[src/rtl/gsec_pkg.sv]
// Package with register map, field positions, reset values and timing constants.
package gsec_pkg;
    localparam int ADDR_W = 8;
    localparam int DATA_W = 16;
    localparam int NGRP   = 8;

    localparam logic [7:0] OFF_FLAGS  = 8'h02;
    localparam logic [7:0] OFF_POWER  = 8'h80;
    localparam logic [7:0] OFF_GLOBAL = 8'h81;
    localparam logic [7:0] OFF_CHAN   = 8'h82;
    localparam logic [7:0] OFF_TIMING = 8'h85;

    localparam int BAND_DIS_BIT  = 7;
    localparam int TP_RATE_LSB   = 4;
    localparam int TUNE_LP_BIT   = 3;
    localparam int TOUCH_SEL_LSB = 0;
    localparam int MASK_LSB      = 8;
    localparam int ACTIVE_LSB    = 0;
    localparam int RESEED_LSB    = 8;
    localparam int EVMODE_BIT    = 13;
    localparam int HALT_LSB      = 8;

    localparam logic [15:0] GLOBAL_RST = 16'h0000;
    localparam logic [15:0] CHAN_RST   = 16'h0000;
    localparam logic [7:0]  HALT_RST   = 8'hff;
    localparam logic [7:0]  HALT_NEVER = 8'hff;
    localparam logic [7:0]  EV_RESERVED = 8'h10;

    localparam logic [1:0] PM_NP  = 2'h0;
    localparam logic [1:0] PM_LP  = 2'h1;
    localparam logic [1:0] PM_ULP = 2'h2;

    localparam logic [2:0] TSEL_NONE = 3'h0;
    localparam logic [2:0] TSEL_WAKE = 3'h1;
    localparam logic [2:0] TSEL_TP2  = 3'h2;
    localparam logic [2:0] TSEL_TP3  = 3'h3;

    localparam logic [2:0] RATE_MAX_CODE = 3'h7;
    localparam logic [7:0] RATE_MAX      = 8'hff;

    localparam int HALT_STEP_MS     = 512;
    localparam int CLK_KHZ          = 40000;
    localparam int HALT_STEP_CYCLES = HALT_STEP_MS * CLK_KHZ;
endpackage

[src/rtl/global_sense_event_ctrl.sv]
// Global sensing configuration, event mask, channel activation and reseed timer.
//
// Functional notes
// - Band-check disable bit stops band-triggered auto-tune.
// - Disabled band check ignores per-channel band bits.
// - Ultra-low-power trackpad average refresh every x samples.
// - Tune-only-low-power allows auto-tune in stable low power.
// - Touch output pin follows selected channel flag.
// - Masked event types set no flag, no ready.
// - Unmasked events except reserved type bit 4 set flag and signal ready.
// - Flags and ready repeat until flags read.
// - Up to 8 channels, one slot each.
// - Only wake channel senses in ultra-low power.
// - Reseed loads average with current counts.
// - Enabled channels reseed on halt timer expiry.
// - Events on enabled channels restart halt timer.
// - Steady enabled channels reseed all together.
// - Halt timeout steps 512 ms, 0xff never.
// - Event mode opens window only on unmasked event.
`timescale 1ns/1ps
module global_sense_event_ctrl #(
    parameter int HALT_STEP_CYCLES = gsec_pkg::HALT_STEP_CYCLES
) (
    input  wire logic                          CLK,
    input  wire logic                          RST,
    input  wire logic [gsec_pkg::ADDR_W-1:0]   ADDR,
    input  wire logic [gsec_pkg::DATA_W-1:0]   WDATA,
    input  wire logic                          WR,
    input  wire logic                          RD,
    output logic      [gsec_pkg::DATA_W-1:0]   RDATA,
    input  wire logic                          SAMPLE_DONE,
    input  wire logic                          WAKE_SAMPLE,
    input  wire logic [1:0]                    POWER_MODE,
    input  wire logic                          CH_STABLE,
    input  wire logic [7:0]                    EVENT_IN,
    input  wire logic [gsec_pkg::NGRP-1:0]     CH_EVENT,
    input  wire logic [gsec_pkg::NGRP-1:0]     CH_TOUCH,
    input  wire logic [gsec_pkg::NGRP-1:0]     BAND_OUT,
    input  wire logic [gsec_pkg::NGRP-1:0]     CH_BAND_EN,
    output logic                               RDY,
    output logic                               TOUCH_OUT,
    output logic                               TUNE_START,
    output logic                               TP_LTA_UPDATE,
    output logic      [gsec_pkg::NGRP-1:0]     SLOT_ENABLE,
    output logic      [gsec_pkg::NGRP-1:0]     RESEED
);
    localparam int STEP_W = $clog2(HALT_STEP_CYCLES + 1);

    logic [15:0]       global_reg, global_next;
    logic [15:0]       chan_reg, chan_next;
    logic              evmode_reg, evmode_next;
    logic [7:0]        halt_reg, halt_next;
    logic [7:0]        flags_reg, flags_next;
    logic [15:0]       rdata_next;
    logic              rdy_next, touch_next, tune_next, tpu_next;
    logic [7:0]        slot_next, reseed_next;
    logic [7:0]        rate_cnt_reg, rate_cnt_next;
    logic [STEP_W-1:0] step_reg, step_next;
    logic [7:0]        units_reg, units_next;
    logic [7:0]        mask, active, reseed_en, grp_act, band_hit, ev_acc, x_rate;
    logic [2:0]        tsel, rate_code;
    logic              band_dis, tune_lp, flag_rd, expire, restart;

    assign band_dis  = global_reg[gsec_pkg::BAND_DIS_BIT];
    assign tune_lp   = global_reg[gsec_pkg::TUNE_LP_BIT];
    assign tsel      = global_reg[gsec_pkg::TOUCH_SEL_LSB +: 3];
    assign rate_code = global_reg[gsec_pkg::TP_RATE_LSB +: 3];
    assign mask      = global_reg[gsec_pkg::MASK_LSB +: 8];
    assign active    = chan_reg[gsec_pkg::ACTIVE_LSB +: 8];
    assign reseed_en = chan_reg[gsec_pkg::RESEED_LSB +: 8];
    assign flag_rd   = RD && (ADDR == gsec_pkg::OFF_FLAGS);

    // Both trackpad layouts feed the single trackpad group position.
    assign grp_act = {active[7:4], 2'h0, active[2] | active[1], active[0]};

    genvar g;
    generate
        for (g = 0; g < gsec_pkg::NGRP; g++)
        begin : g_band
            assign band_hit[g] = BAND_OUT[g] & CH_BAND_EN[g] & grp_act[g];
        end
    endgenerate

    // Code 7 saturates at 255 instead of doubling to 256.
    assign x_rate = (rate_code == gsec_pkg::RATE_MAX_CODE) ? gsec_pkg::RATE_MAX
                  : 8'(8'h02 << rate_code);

    assign ev_acc  = EVENT_IN & ~mask & ~gsec_pkg::EV_RESERVED;
    assign restart = |(CH_EVENT & reseed_en) || halt_reg == gsec_pkg::HALT_NEVER;
    // Compare with >= so that a timeout shortened in mid-count still expires at once.
    assign expire  = !restart && units_reg >= halt_reg;

    // Writes land at the end of the strobe cycle. Unmapped offsets and the read-only
    // flag register drop the write silently.
    always_comb
    begin
        global_next = global_reg;
        chan_next   = chan_reg;
        evmode_next = evmode_reg;
        halt_next   = halt_reg;
        if (WR)
        begin
            case (ADDR)
                gsec_pkg::OFF_POWER:  evmode_next = WDATA[gsec_pkg::EVMODE_BIT];
                gsec_pkg::OFF_GLOBAL: global_next = WDATA;
                gsec_pkg::OFF_CHAN:   chan_next = WDATA;
                gsec_pkg::OFF_TIMING: halt_next = WDATA[gsec_pkg::HALT_LSB +: 8];
                default: ;
            endcase
        end
        // Read data stand for one cycle only, so an idle cycle returns zero and a stale
        // word can never be taken for an answer.
        rdata_next = 16'h0000;
        if (RD)
        begin
            case (ADDR)
                gsec_pkg::OFF_FLAGS:  rdata_next = {8'h00, flags_reg};
                gsec_pkg::OFF_POWER:  rdata_next = 16'(evmode_reg) << gsec_pkg::EVMODE_BIT;
                gsec_pkg::OFF_GLOBAL: rdata_next = global_reg & ~(16'(gsec_pkg::EV_RESERVED) << gsec_pkg::MASK_LSB);
                gsec_pkg::OFF_CHAN:   rdata_next = chan_reg;
                gsec_pkg::OFF_TIMING: rdata_next = {halt_reg, 8'h00};
                default:              rdata_next = 16'h0000;
            endcase
        end
    end

    always_comb
    begin
        // A new event beats the read that clears the flags in the same cycle.
        flags_next = (flag_rd ? 8'h00 : flags_reg) | ev_acc;
        rdy_next = SAMPLE_DONE && (!evmode_reg || flags_next != 8'h00);
        // Codes 4 to 7 line up with the group index of the generic and Hall groups,
        // so the code itself picks the flag.
        case (tsel)
            gsec_pkg::TSEL_NONE: touch_next = 1'b0;
            gsec_pkg::TSEL_WAKE: touch_next = CH_TOUCH[0];
            gsec_pkg::TSEL_TP2,
            gsec_pkg::TSEL_TP3:  touch_next = CH_TOUCH[1];
            default:             touch_next = CH_TOUCH[tsel];
        endcase
        tune_next = !band_dis && band_hit != 8'h00
                    && (!tune_lp || (POWER_MODE == gsec_pkg::PM_LP && CH_STABLE));
        // Each active bit is one slot; the sequencer times them apart.
        slot_next = (POWER_MODE == gsec_pkg::PM_ULP) ? (active & 8'h01) : active;
    end

    // The counter restarts whenever the part leaves ultra-low power, so the first
    // refresh after a wake-up always waits for a full x samples.
    always_comb
    begin
        rate_cnt_next = rate_cnt_reg;
        tpu_next = 1'b0;
        if (POWER_MODE != gsec_pkg::PM_ULP)
            rate_cnt_next = 8'h00;
        else if (WAKE_SAMPLE)
        begin
            if (rate_cnt_reg + 8'h01 >= x_rate)
            begin
                rate_cnt_next = 8'h00;
                tpu_next = 1'b1;
            end
            else
                rate_cnt_next = rate_cnt_reg + 8'h01;
        end
    end

    // One halt unit is HALT_STEP_CYCLES clocks. A restart drops the partial unit too,
    // which costs up to one unit of accuracy but keeps a single comparison.
    always_comb
    begin
        step_next   = step_reg;
        units_next  = units_reg;
        reseed_next = 8'h00;
        if (restart || expire)
        begin
            step_next  = '0;
            units_next = 8'h00;
            // The sensing engine loads each pulsed group's average with its counts.
            reseed_next = expire ? reseed_en : 8'h00;
        end
        else if (step_reg == STEP_W'(HALT_STEP_CYCLES - 1))
        begin
            step_next  = '0;
            units_next = units_reg + 8'h01;
        end
        else
            step_next = step_reg + STEP_W'(1);
    end

    always_ff @(posedge CLK or posedge RST)
    begin
        if (RST)
        begin
            global_reg    <= gsec_pkg::GLOBAL_RST;
            chan_reg      <= gsec_pkg::CHAN_RST;
            evmode_reg    <= 1'b0;
            halt_reg      <= gsec_pkg::HALT_RST;
            flags_reg     <= 8'h00;
            RDATA         <= 16'h0000;
            RDY           <= 1'b0;
            TOUCH_OUT     <= 1'b0;
            TUNE_START    <= 1'b0;
            TP_LTA_UPDATE <= 1'b0;
            SLOT_ENABLE   <= 8'h00;
            RESEED        <= 8'h00;
            rate_cnt_reg  <= 8'h00;
            step_reg      <= '0;
            units_reg     <= 8'h00;
        end
        else
        begin
            global_reg    <= global_next;
            chan_reg      <= chan_next;
            evmode_reg    <= evmode_next;
            halt_reg      <= halt_next;
            flags_reg     <= flags_next;
            RDATA         <= rdata_next;
            RDY           <= rdy_next;
            TOUCH_OUT     <= touch_next;
            TUNE_START    <= tune_next;
            TP_LTA_UPDATE <= tpu_next;
            SLOT_ENABLE   <= slot_next;
            RESEED        <= reseed_next;
            rate_cnt_reg  <= rate_cnt_next;
            step_reg      <= step_next;
            units_reg     <= units_next;
        end
    end
endmodule

[config.mk]
export PLATFORM = sky130hd
export DESIGN_NAME = global_sense_event_ctrl
export DESIGN_NICKNAME = d
export VERILOG_FILES = /design/src/rtl/gsec_pkg.sv /design/src/rtl/global_sense_event_ctrl.sv
export SDC_FILE = /design/constraint.sdc
export NUM_CORES = 1
export LEC_CHECK = 0
export BUFFER_PORTS_ARGS = -buffer_cell sky130_fd_sc_hd__buf_2
export CORE_MARGIN = 5
export CORE_UTILIZATION = 60
export DETAILED_ROUTE_END_ITERATION = 12
export MAX_ROUTING_LAYER = met4
export PLACE_DENSITY = 0.85
export SLEW_MARGIN = 30
export SYNTH_ARGS = -nofsm -noshare
export SYNTH_HDL_FRONTEND = slang
export SYNTH_SLANG_ARGS = --single-unit
[constraint.sdc]
create_clock -name CLK -period 6.2 [get_ports CLK]
set_input_delay 0.62 -clock CLK [delete_from_list [all_inputs] [get_ports CLK]]
set_output_delay 0.62 -clock CLK [all_outputs]
set_load 0.005 [all_outputs]
==> results.sh, run 1 <==
export IMPL_drive_above_1_share_pct=27.47
export IMPL_p_leak_nw=3.367
export IMPL_first_iter_violations=381
export IMPL_tns_ns=0
export IMPL_place_congestion=0.9044
export IMPL_fin_area_um2=7163
export IMPL_num_rows=36
export IMPL_cts_buffer_depth=2
export IMPL_start_util_pct=61.34
export IMPL_clkLatencyLatePin_ns=0.52
export IMPL_path_max_fanout=6
export IMPL_core_area_um2=9729
export IMPL_r2r_cells=10
export IMPL_cts_root_buffer="clkbuf_8"
export IMPL_reg2reg_to="rate_cnt_reg[1]"
export IMPL_start_kind="register"
export IMPL_maxSlewHeadroom_pct=46.72
export IMPL_cp_depth=10
export IMPL_syn_avg_cell_area_um2=11.01
export IMPL_clock_skew_ns=0.007370
export IMPL_largest_reg_flops=25
export IMPL_synthTopCellsByArea="dfrtp_1 49%, mux2_2 4.7%, ha_1 4.0%"
export IMPL_cp_data_required_time_ns=6.66
export IMPL_nets=738
export IMPL_crit_path_max_incr_delay_ns=0.43
export IMPL_cts_buffers=17
export IMPL_clkTransAtPathRegs_ns=0.06
export IMPL_ys_types=60
export IMPL_timing_fmax_mhz=369.5
export IMPL_routed_via_count=4731
export IMPL_synth_top_cell_area_share_pct=49.06
export IMPL_hold_violations=0
export IMPL_grt_pass1_wl_mm=24.32
export IMPL_slowest_stage="dfrtp_1"
export IMPL_crit_chain="ha_1 -> nand3_1 -> or2_2 -> xnor2_1 -> ha_1 -> a21o_1 -> a21o_1 -> nor2_1 -> o21a_1 -> a22o_1"
export IMPL_ys_warn_count=0
export IMPL_maxCapViolations=0
export IMPL_cts_sinks=125
export IMPL_synthTopCellsByCount="117 x dfrtp_1, 54 x nor2_1, 42 x nand2_1"
export IMPL_via_per_inst=5.966
export IMPL_hp_class="primary input to async pin"
export IMPL_powerDensity_nw_per_um2=274.1
export IMPL_post_cts_setup_buffers=0
export IMPL_r2r_slack_ns=3.49
export IMPL_drc_errors=0
export IMPL_finalCriticalPeriod_ns=2.706
export IMPL_io_buffers=101
export IMPL_crit_end="rate_cnt_reg[1]"
export IMPL_syn_inst=542
export IMPL_routedWlPerCell_um=18.66
export IMPL_cts_resized=0
export IMPL_synthesis_area_um2=5968
export IMPL_ys_seq_elements=125
export IMPL_die_h_um=109.7
export IMPL_postPlaceCellArea_um2=6573
export IMPL_die_x_um=109.7
export IMPL_htreeDepth=4
export IMPL_antenna_left=0
export IMPL_yosys_cell_count_top_type="dfrtp_1"
export IMPL_setup_viol=0
export IMPL_areaGrowthSynthToFinish_pct=20.02
export IMPL_hpwl_mm=10.06
export IMPL_outcome="finished, final reports clean"
export IMPL_wirelength_mm=14.80
export IMPL_critPathKind="register to register"
export IMPL_period_share_pct=43.65
export IMPL_holdBufCountCts=0
export IMPL_worstMarginPinSlew_ns=0.7972
export IMPL_synth_seq_area_share_pct=52.58
export IMPL_peakVddDrop_mv=0.2462
export IMPL_reg2reg_from="rate_cnt_reg[0]"
export IMPL_cp_arrival_ns=3.16
export IMPL_synth_edff_count=0
export IMPL_die_area_um2=12040
export IMPL_worst_path_dominant_cell_family="compound AO/OA/AOI/OAI gates"
export IMPL_antenna_found_initial=1
export IMPL_end_kind="register"
export IMPL_io_pins=109
export IMPL_yosysTopAreaCell="dfrtp_1"
export IMPL_first_pass_iters=7
export IMPL_path_buf_inv=0
export IMPL_overflow=0
export IMPL_synth_nets=634
export IMPL_async_reset_ff_share_pct=100.0
export IMPL_startpoint="rate_cnt_reg[0]"
export IMPL_grtUsageTotal_pct=27.64
export IMPL_synthFlopType="dfrtp_1"
export IMPL_grt_pass1_vias=4730
export IMPL_grt_max_degree=77
export IMPL_cts_tree="built"
export IMPL_maxSlewViolCount=0
export IMPL_grt_setup_unrepaired="no"
==> stage by stage <==
step	power (mW)	utilization [%]	setup slack [ns]	std cells	hold slack (ns)
finish	1.964	73.62	3.494	793	0.1783
global route	2.031	73.62	3.336	793	0.2266
CTS	1.969	73.53	3.508	792	0.1928
detailed placement	1.008	67.55	3.351	760	0.4693
global placement	1.003	67.55	3.400	760	0.4492
floorplan	0.9512	-	2.266	542	0.3916
==> worst min path at each step <==
stage	slack, ns	cells after the start	end	startpoint
finish	0.18	2	rate_cnt_reg[3]	RST
global route	0.23	2	rate_cnt_reg[3]	RST
CTS	0.19	2	rate_cnt_reg[3]	RST
detailed placement	0.47	1	TUNE_START	global_reg[7]
global placement	0.45	1	TUNE_START	global_reg[7]
floorplan	0.39	0	SLOT_ENABLE[0]	chan_reg[0]
==> power breakdown <==
group          internal (mW)  switching [mW]
registers              0.840          0.0239
logic                 0.0516          0.0848
clock network          0.598           0.365
total                   1.49           0.474
==> cell families (layout without fill, tap and decap cells) <==
kind of cell	Yosys count	after routing	share of synthesized area [%]
AND/OR/NAND/NOR	207	207	17.88
flip-flops	125	125	52.58
AO/OA/AOI/OAI	75	75	9.267
multiplexers	45	45	8.658
buffers and inverters	36	153	2.495
XOR/XNOR	35	35	5.136
adder cells (fa/ha/maj)	19	19	3.983
other	0	1	0
==> metal layers <==
layer / track usage, % / wire, um / part of all wire (%) / vias to the layer above
li1: - / - / - / 2158
met1: 33.49 / 5783 / 39 / 2322
met2: 44.99 / 7421 / 50 / 217
met3: 6.870 / 1235 / 8.3 / 34
met4: 10.33 / 357 / 2.4 / 0
met5: - / 0 / 0 / -
==> area by class of cell <==
cell class	instances	area, um2
Antenna cell	1	2.502
Clock buffer	21	449.2
Clock inverter	11	132.6
Fill cell	652	2566
Inverter	19	73.82
Multi-Input combinational cell	381	2684
Sequential cell	125	3138
Tap cell	133	166.4
Timing Repair Buffer	102	516.7
==> cell usage in the layout, fill, tap and decap left out, drive strengths merged, types with 21 or more instances in the layout <==
master / netlist / final
clkbuf: 13 / 21
dfrtp: 117 / 117
mux2: 43 / 43
buf: 4 / 102
inv: 19 / 22
nor2: 56 / 56
nand3: 22 / 22
nand2: 44 / 44
nor3: 25 / 25
xnor2: 25 / 25
Note: power is estimated with default switching activity, not from simulation.
==> run 2, diff against run 1 <==
--- a/config.mk
+++ b/config.mk
@@ -7,10 +7,10 @@
 export LEC_CHECK = 0
 export BUFFER_PORTS_ARGS = -buffer_cell sky130_fd_sc_hd__buf_2
 export CORE_MARGIN = 5
-export CORE_UTILIZATION = 60
+export CORE_UTILIZATION = 56
 export DETAILED_ROUTE_END_ITERATION = 12
 export MAX_ROUTING_LAYER = met4
-export PLACE_DENSITY = 0.85
+export PLACE_DENSITY = 0.8
 export SLEW_MARGIN = 30
 export SYNTH_ARGS = -nofsm -noshare
 export SYNTH_HDL_FRONTEND = slang
==> constraint.sdc (replaced) <==
create_clock -name CLK -period 2.8 [get_ports CLK]
set_input_delay 0.28 -clock CLK [delete_from_list [all_inputs] [get_ports CLK]]
set_output_delay 0.28 -clock CLK [all_outputs]
set_load 0.005 [all_outputs]
==> run 2 against run 1 <==
Compared with the run above: highest routed layer unchanged; via count is 0.66% lower; clock power increased by 140%; sequential power is 120% higher; largest cell class unchanged.
==> results.sh, run 2 (same netlist as run 1, synthesis figures left out) <==
export IMPL_power_total_mw=4.539
export IMPL_critPathKind="register to register"
export IMPL_grt_max_degree=126
export IMPL_diodes=0
export IMPL_clkLatencyLatePin_ns=0.53
export IMPL_postPlaceCellArea_um2=6613
export IMPL_fin_ws_ns=0.2226
export IMPL_path_max_fanout=6
export IMPL_drc_errors=0
export IMPL_maxSlewViolCount=0
export IMPL_antenna_left=0
export IMPL_start_kind="register"
export IMPL_io_buffers=101
export IMPL_cts_buffer_depth=2
export IMPL_wirelength_mm=14.53
export IMPL_cp_data_required_time_ns=3.24
export IMPL_cts_root_buffer="clkbuf_8"
export IMPL_hold_slack_ns=0.01507
export IMPL_place_worst_setup_slack_ns=0.2029
export IMPL_cp_arrival_ns=3.01
export IMPL_period_share_pct=92.05
export IMPL_timing_fmax_mhz=388.0
export IMPL_slowest_stage="dfrtp_1"
export IMPL_clock_skew_ns=0.007396
export IMPL_antenna_found_initial=0
export IMPL_crit_path_max_incr_delay_ns=0.42
export IMPL_core_area_um2=10370
export IMPL_crit_chain="ha_1 -> nand3_1 -> or2_2 -> xnor2_1 -> ha_1 -> a21o_1 -> a21o_1 -> nor2_1 -> o21ai_0 -> o21ai_0"
export IMPL_cts_tree="built"
export IMPL_clkTransAtPathRegs_ns=0.06
export IMPL_maxCapViolations=0
export IMPL_powerDensity_nw_per_um2=615.4
export IMPL_first_pass_iters=5
export IMPL_worstMarginPinSlew_ns=0.7629
export IMPL_finalCriticalPeriod_ns=2.577
export IMPL_hold_violations=0
export IMPL_path_buf_inv=0
export IMPL_grt_pass1_vias=4859
export IMPL_grtUsageTotal_pct=24.66
export IMPL_final_cell_mix="117 x dfrtp_1, 101 x buf_2, 54 x nor2_1"
export IMPL_areaGrowthSynthToFinish_pct=23.56
export IMPL_grt_setup_unrepaired="no"
export IMPL_via_per_inst=5.795
export IMPL_hp_class="primary input to register"
export IMPL_post_route_util_pct=71.11
export IMPL_die_area_um2=12820
export IMPL_setup_viol=0
export IMPL_placed_cells=766
export IMPL_die_x_um=113.2
export IMPL_io_pins=109
export IMPL_peakVddDrop_mv=0.6014
export IMPL_end_kind="register"
export IMPL_num_rows=37
export IMPL_start_util_pct=57.55
export IMPL_post_cts_setup_buffers=0
export IMPL_worst_path_dominant_cell_family="compound AO/OA/AOI/OAI gates"
export IMPL_routed_via_count=4700
export IMPL_overflow=0
export IMPL_outcome="finished, final reports clean"
export IMPL_routedWlPerCell_um=17.91
export IMPL_largest_reg_flops=25
export IMPL_drive_above_1_share_pct=27.56
export IMPL_cts_buffers=17
export IMPL_layout_commonest_cell="dfrtp_1"
export IMPL_nets=754
export IMPL_first_iter_violations=374
export IMPL_layout_cells_non_filler=811
export IMPL_fin_area_um2=7375
export IMPL_hpwl_mm=9.868
export IMPL_htreeDepth=4
export IMPL_grt_pass1_wl_mm=24.04
export IMPL_p_leak_nw=3.463
export IMPL_cts_sinks=125
export IMPL_place_congestion=0.9434
export IMPL_tns_ns=0
export IMPL_die_h_um=113.2
export IMPL_maxSlewHeadroom_pct=49.00
run 2: timing repair:
item | 4_1_cts | 5_1_grt
hold buffers | 11 | 2
endpoints found under the hold margin | 122 | 2
endpoints found under the setup margin | 0 | 6
gates resized for setup | 0 | 1
run 2: report_power, final:
part / internal [mW] / switching (mW) / total, mW
Combinational: 0.128 / 0.188 / 0.316
Clock: 1.50 / 0.813 / 2.31
Sequential: 1.86 / 0.0522 / 1.91
Total: 3.49 / 1.05 / 4.54
run 2: tightest hold or removal path: stages:
cell and delay [ns]:
buf_2 0.09, inv_1 0.06, o21ai_0 0.07
run 2: path summary, 6_finish.rpt:
check | startpoint | to | slack (ns) | cells past startpoint
worst max-delay path | rate_cnt_reg[0] | rate_cnt_reg[0] | 0.22 | 10
worst min-delay path | EVENT_IN[0] | flags_reg[0] | 0.02 | 3
worst max register to register | rate_cnt_reg[0] | rate_cnt_reg[0] | 0.22 | 10
worst min register to register | chan_reg[0] | SLOT_ENABLE[0] | 0.49 | 0
max in group asynchronous | RST | flags_reg[1] | 1.82 | 4
min in group asynchronous | RST | rate_cnt_reg[5] | 0.48 | 4
run 2: layout make-up:
cell class	instances	area [um2]
clock buffer	19	441.7
clock inverter	13	188.9
fill	714	2995
inverter	19	75.07
multi-input combinational	381	2683
sequential	125	3138
tap	136	170.2
timing repair buffer	118	678.2
run 2: layer usage:
layer / GRT usage, % / up-vias / wire (um) / share of wire [%]
li1: - / 2187 / - / -
met1: 31.06 / 2289 / 5922 / 41
met2: 38.39 / 197 / 7284 / 50
met3: 5.829 / 27 / 972 / 6.7
met4: 10.42 / 0 / 349 / 2.4
met5: - / - / 0 / 0
==> run 3, diff against run 2 <==
--- a/config.mk
+++ b/config.mk
@@ -6,6 +6,7 @@
 export NUM_CORES = 1
 export LEC_CHECK = 0
 export BUFFER_PORTS_ARGS = -buffer_cell sky130_fd_sc_hd__buf_2
+export CORE_ASPECT_RATIO = 1.2
 export CORE_MARGIN = 5
 export CORE_UTILIZATION = 56
 export DETAILED_ROUTE_END_ITERATION = 12
==> run 3 against run 2 <==
Compared with the run above: highest routed layer unchanged; register-to-register slack improved by 0.06 ns; critical endpoint is now rate_cnt_reg[2]; count of clock-buffer cells in the layout grew 5; via count decreased by 0.26%; largest cell class unchanged; clock skew fell by 0.00074 ns; first-iteration DRC count decreased by 34%; fmax rose by 2.3%; combinational power decreased by 4%.
==> results.sh, run 3 (same netlist as run 1, synthesis figures left out) <==
export IMPL_timing_fmax_mhz=396.9
export IMPL_clkLatencyLatePin_ns=0.41
export IMPL_fillers=778
export IMPL_htreeDepth=4
export IMPL_areaGrowthSynthToFinish_pct=20.50
export IMPL_r2r_slack_ns=0.28
export IMPL_hold_slack_ns=0.01217
export IMPL_outcome="finished, final reports clean"
export IMPL_met1_usage_pct=27.18
export IMPL_final_cell_mix="117 x dfrtp_1, 101 x buf_2, 54 x nor2_1"
export IMPL_critPathKind="register to register"
export IMPL_cts_tree="built"
export IMPL_maxSlewHeadroom_pct=45.91
export IMPL_wirelength_mm=14.08
export IMPL_io_pins=109
export IMPL_routed_via_count=4688
export IMPL_drive_above_1_share_pct=27.99
export IMPL_cts_root_buffer="clkbuf_16"
export IMPL_first_iter_violations=245
export IMPL_start_kind="register"
export IMPL_cts_sinks=125
export IMPL_holdBufCountCts=0
export IMPL_place_worst_setup_slack_ns=0.2037
export IMPL_peakVddDrop_mv=0.3502
export IMPL_io_buffers=101
export IMPL_via_per_inst=5.934
export IMPL_place_congestion=0.9002
export IMPL_antenna_found_initial=0
export IMPL_clkTransAtPathRegs_ns=0.05
export IMPL_grt_use_met3_pct=6.110
export IMPL_p_leak_nw=3.398
export IMPL_crit_chain="ha_1 -> nand3_1 -> or2_2 -> xnor2_1 -> ha_1 -> a21o_1 -> a21o_1 -> nor4b_1 -> o21ai_0 -> o211ai_1"
export IMPL_die_area_um2=12830
export IMPL_met2_usage_pct=41.47
export IMPL_finalCriticalPeriod_ns=2.520
export IMPL_slowest_stage="dfrtp_1"
export IMPL_maxSlewViolCount=0
export IMPL_cts_buffers=17
export IMPL_cts_buffer_depth=2
export IMPL_cp_data_required_time_ns=3.12
export IMPL_nets=742
export IMPL_largest_reg_flops=25
export IMPL_hp_class="primary input to async pin"
export IMPL_hpwl_mm=10.20
export IMPL_worstMarginPinSlew_ns=0.8092
export IMPL_routedWlPerCell_um=17.82
export IMPL_fin_ws_ns=0.2804
export IMPL_grt_max_degree=67
export IMPL_period_share_pct=89.99
export IMPL_powerDensity_nw_per_um2=600.7
export IMPL_core_area_um2=10470
export IMPL_r2r_cells=10
export IMPL_end_kind="register"
export IMPL_diodes=0
export IMPL_worst_path_dominant_cell_family="simple AND/OR/NAND/NOR gates"
export IMPL_hold_violations=0
export IMPL_die_x_um=104.2
export IMPL_antenna_left=0
export IMPL_layout_commonest_cell="dfrtp_1"
export IMPL_startpoint="rate_cnt_reg[0]"
export IMPL_cp_depth=10
export IMPL_crit_path_max_incr_delay_ns=0.42
export IMPL_drc_errors=0
export IMPL_path_buf_inv=0
export IMPL_die_h_um=123.1
export IMPL_path_max_fanout=6
export IMPL_post_route_util_pct=68.72
export IMPL_busiest_layer="met2"
export IMPL_grt_setup_unrepaired="no"
export IMPL_num_rows=41
export IMPL_grtUsageTotal_pct=24.01
export IMPL_reg2reg_from="rate_cnt_reg[0]"
export IMPL_tns_ns=0
export IMPL_start_util_pct=57.03
export IMPL_overflow=0
export IMPL_setup_viol=0
export IMPL_maxCapViolations=0
export IMPL_cp_arrival_ns=2.84
export IMPL_grt_pass1_vias=4826
export IMPL_reg2reg_to="rate_cnt_reg[2]"
export IMPL_first_pass_iters=5
export IMPL_grt_pass1_wl_mm=23.67
export IMPL_crit_end="rate_cnt_reg[2]"
export IMPL_clock_skew_ns=0.006655
[run 3: worst min-delay path by stage]
| stage | to | start | slack, ns |
|---|---|---|---|
| 6_report | rate_cnt_reg[1] | RST | 0.01 |
| 5_1_grt | rate_cnt_reg[1] | RST | 0.05 |
| 4_1_cts | rate_cnt_reg[1] | RST | 0.01 |
| 3_5_place_dp | rate_cnt_reg[1] | RST | 0.45 |
| 3_3_place_gp | TUNE_START | global_reg[7] | 0.44 |
| 2_1_floorplan | SLOT_ENABLE[0] | chan_reg[0] | 0.39 |
[run 3: layer usage]
metal	part of all wire, %	vias up
met5	0	-
met4	2.0	0
met3	5.5	23
met2	53	172
met1	40	2322
li1	-	2171
[run 3: through the flow]
stage	instances	power, mW	cell area, um2
floorplan	542	2.107	5972
global placement	760	2.228	6611
detailed placement	760	2.240	6611
CTS	790	4.361	7191
global route	790	4.485	7192
finish	790	4.320	7192
[run 3: power by group]
part           switching, mW  internal (mW)  leakage (nW)
combinational          0.186          0.118          1.44
clock                  0.740           1.37         0.290
sequential            0.0464           1.86          1.67
[run 3: timing repair]
item                       in CTS  in global routing
setup buffers                   0                  0
setup endpoints to repair       0                  6
gates resized for setup         0                  1
[run 3: final cells by class]
cell class / count / area (um2) / share of cell area [%]
Clock buffer: 24 / 521.8 / 7.255
Clock inverter: 6 / 57.56 / 0.8003
Inverter: 19 / 75.07 / 1.044
Multi-Input combinational cell: 381 / 2683 / 37.30
Sequential cell: 125 / 3138 / 43.63
Tap cell: 129 / 161.4 / 2.244
Timing Repair Buffer: 106 / 555.5 / 7.724
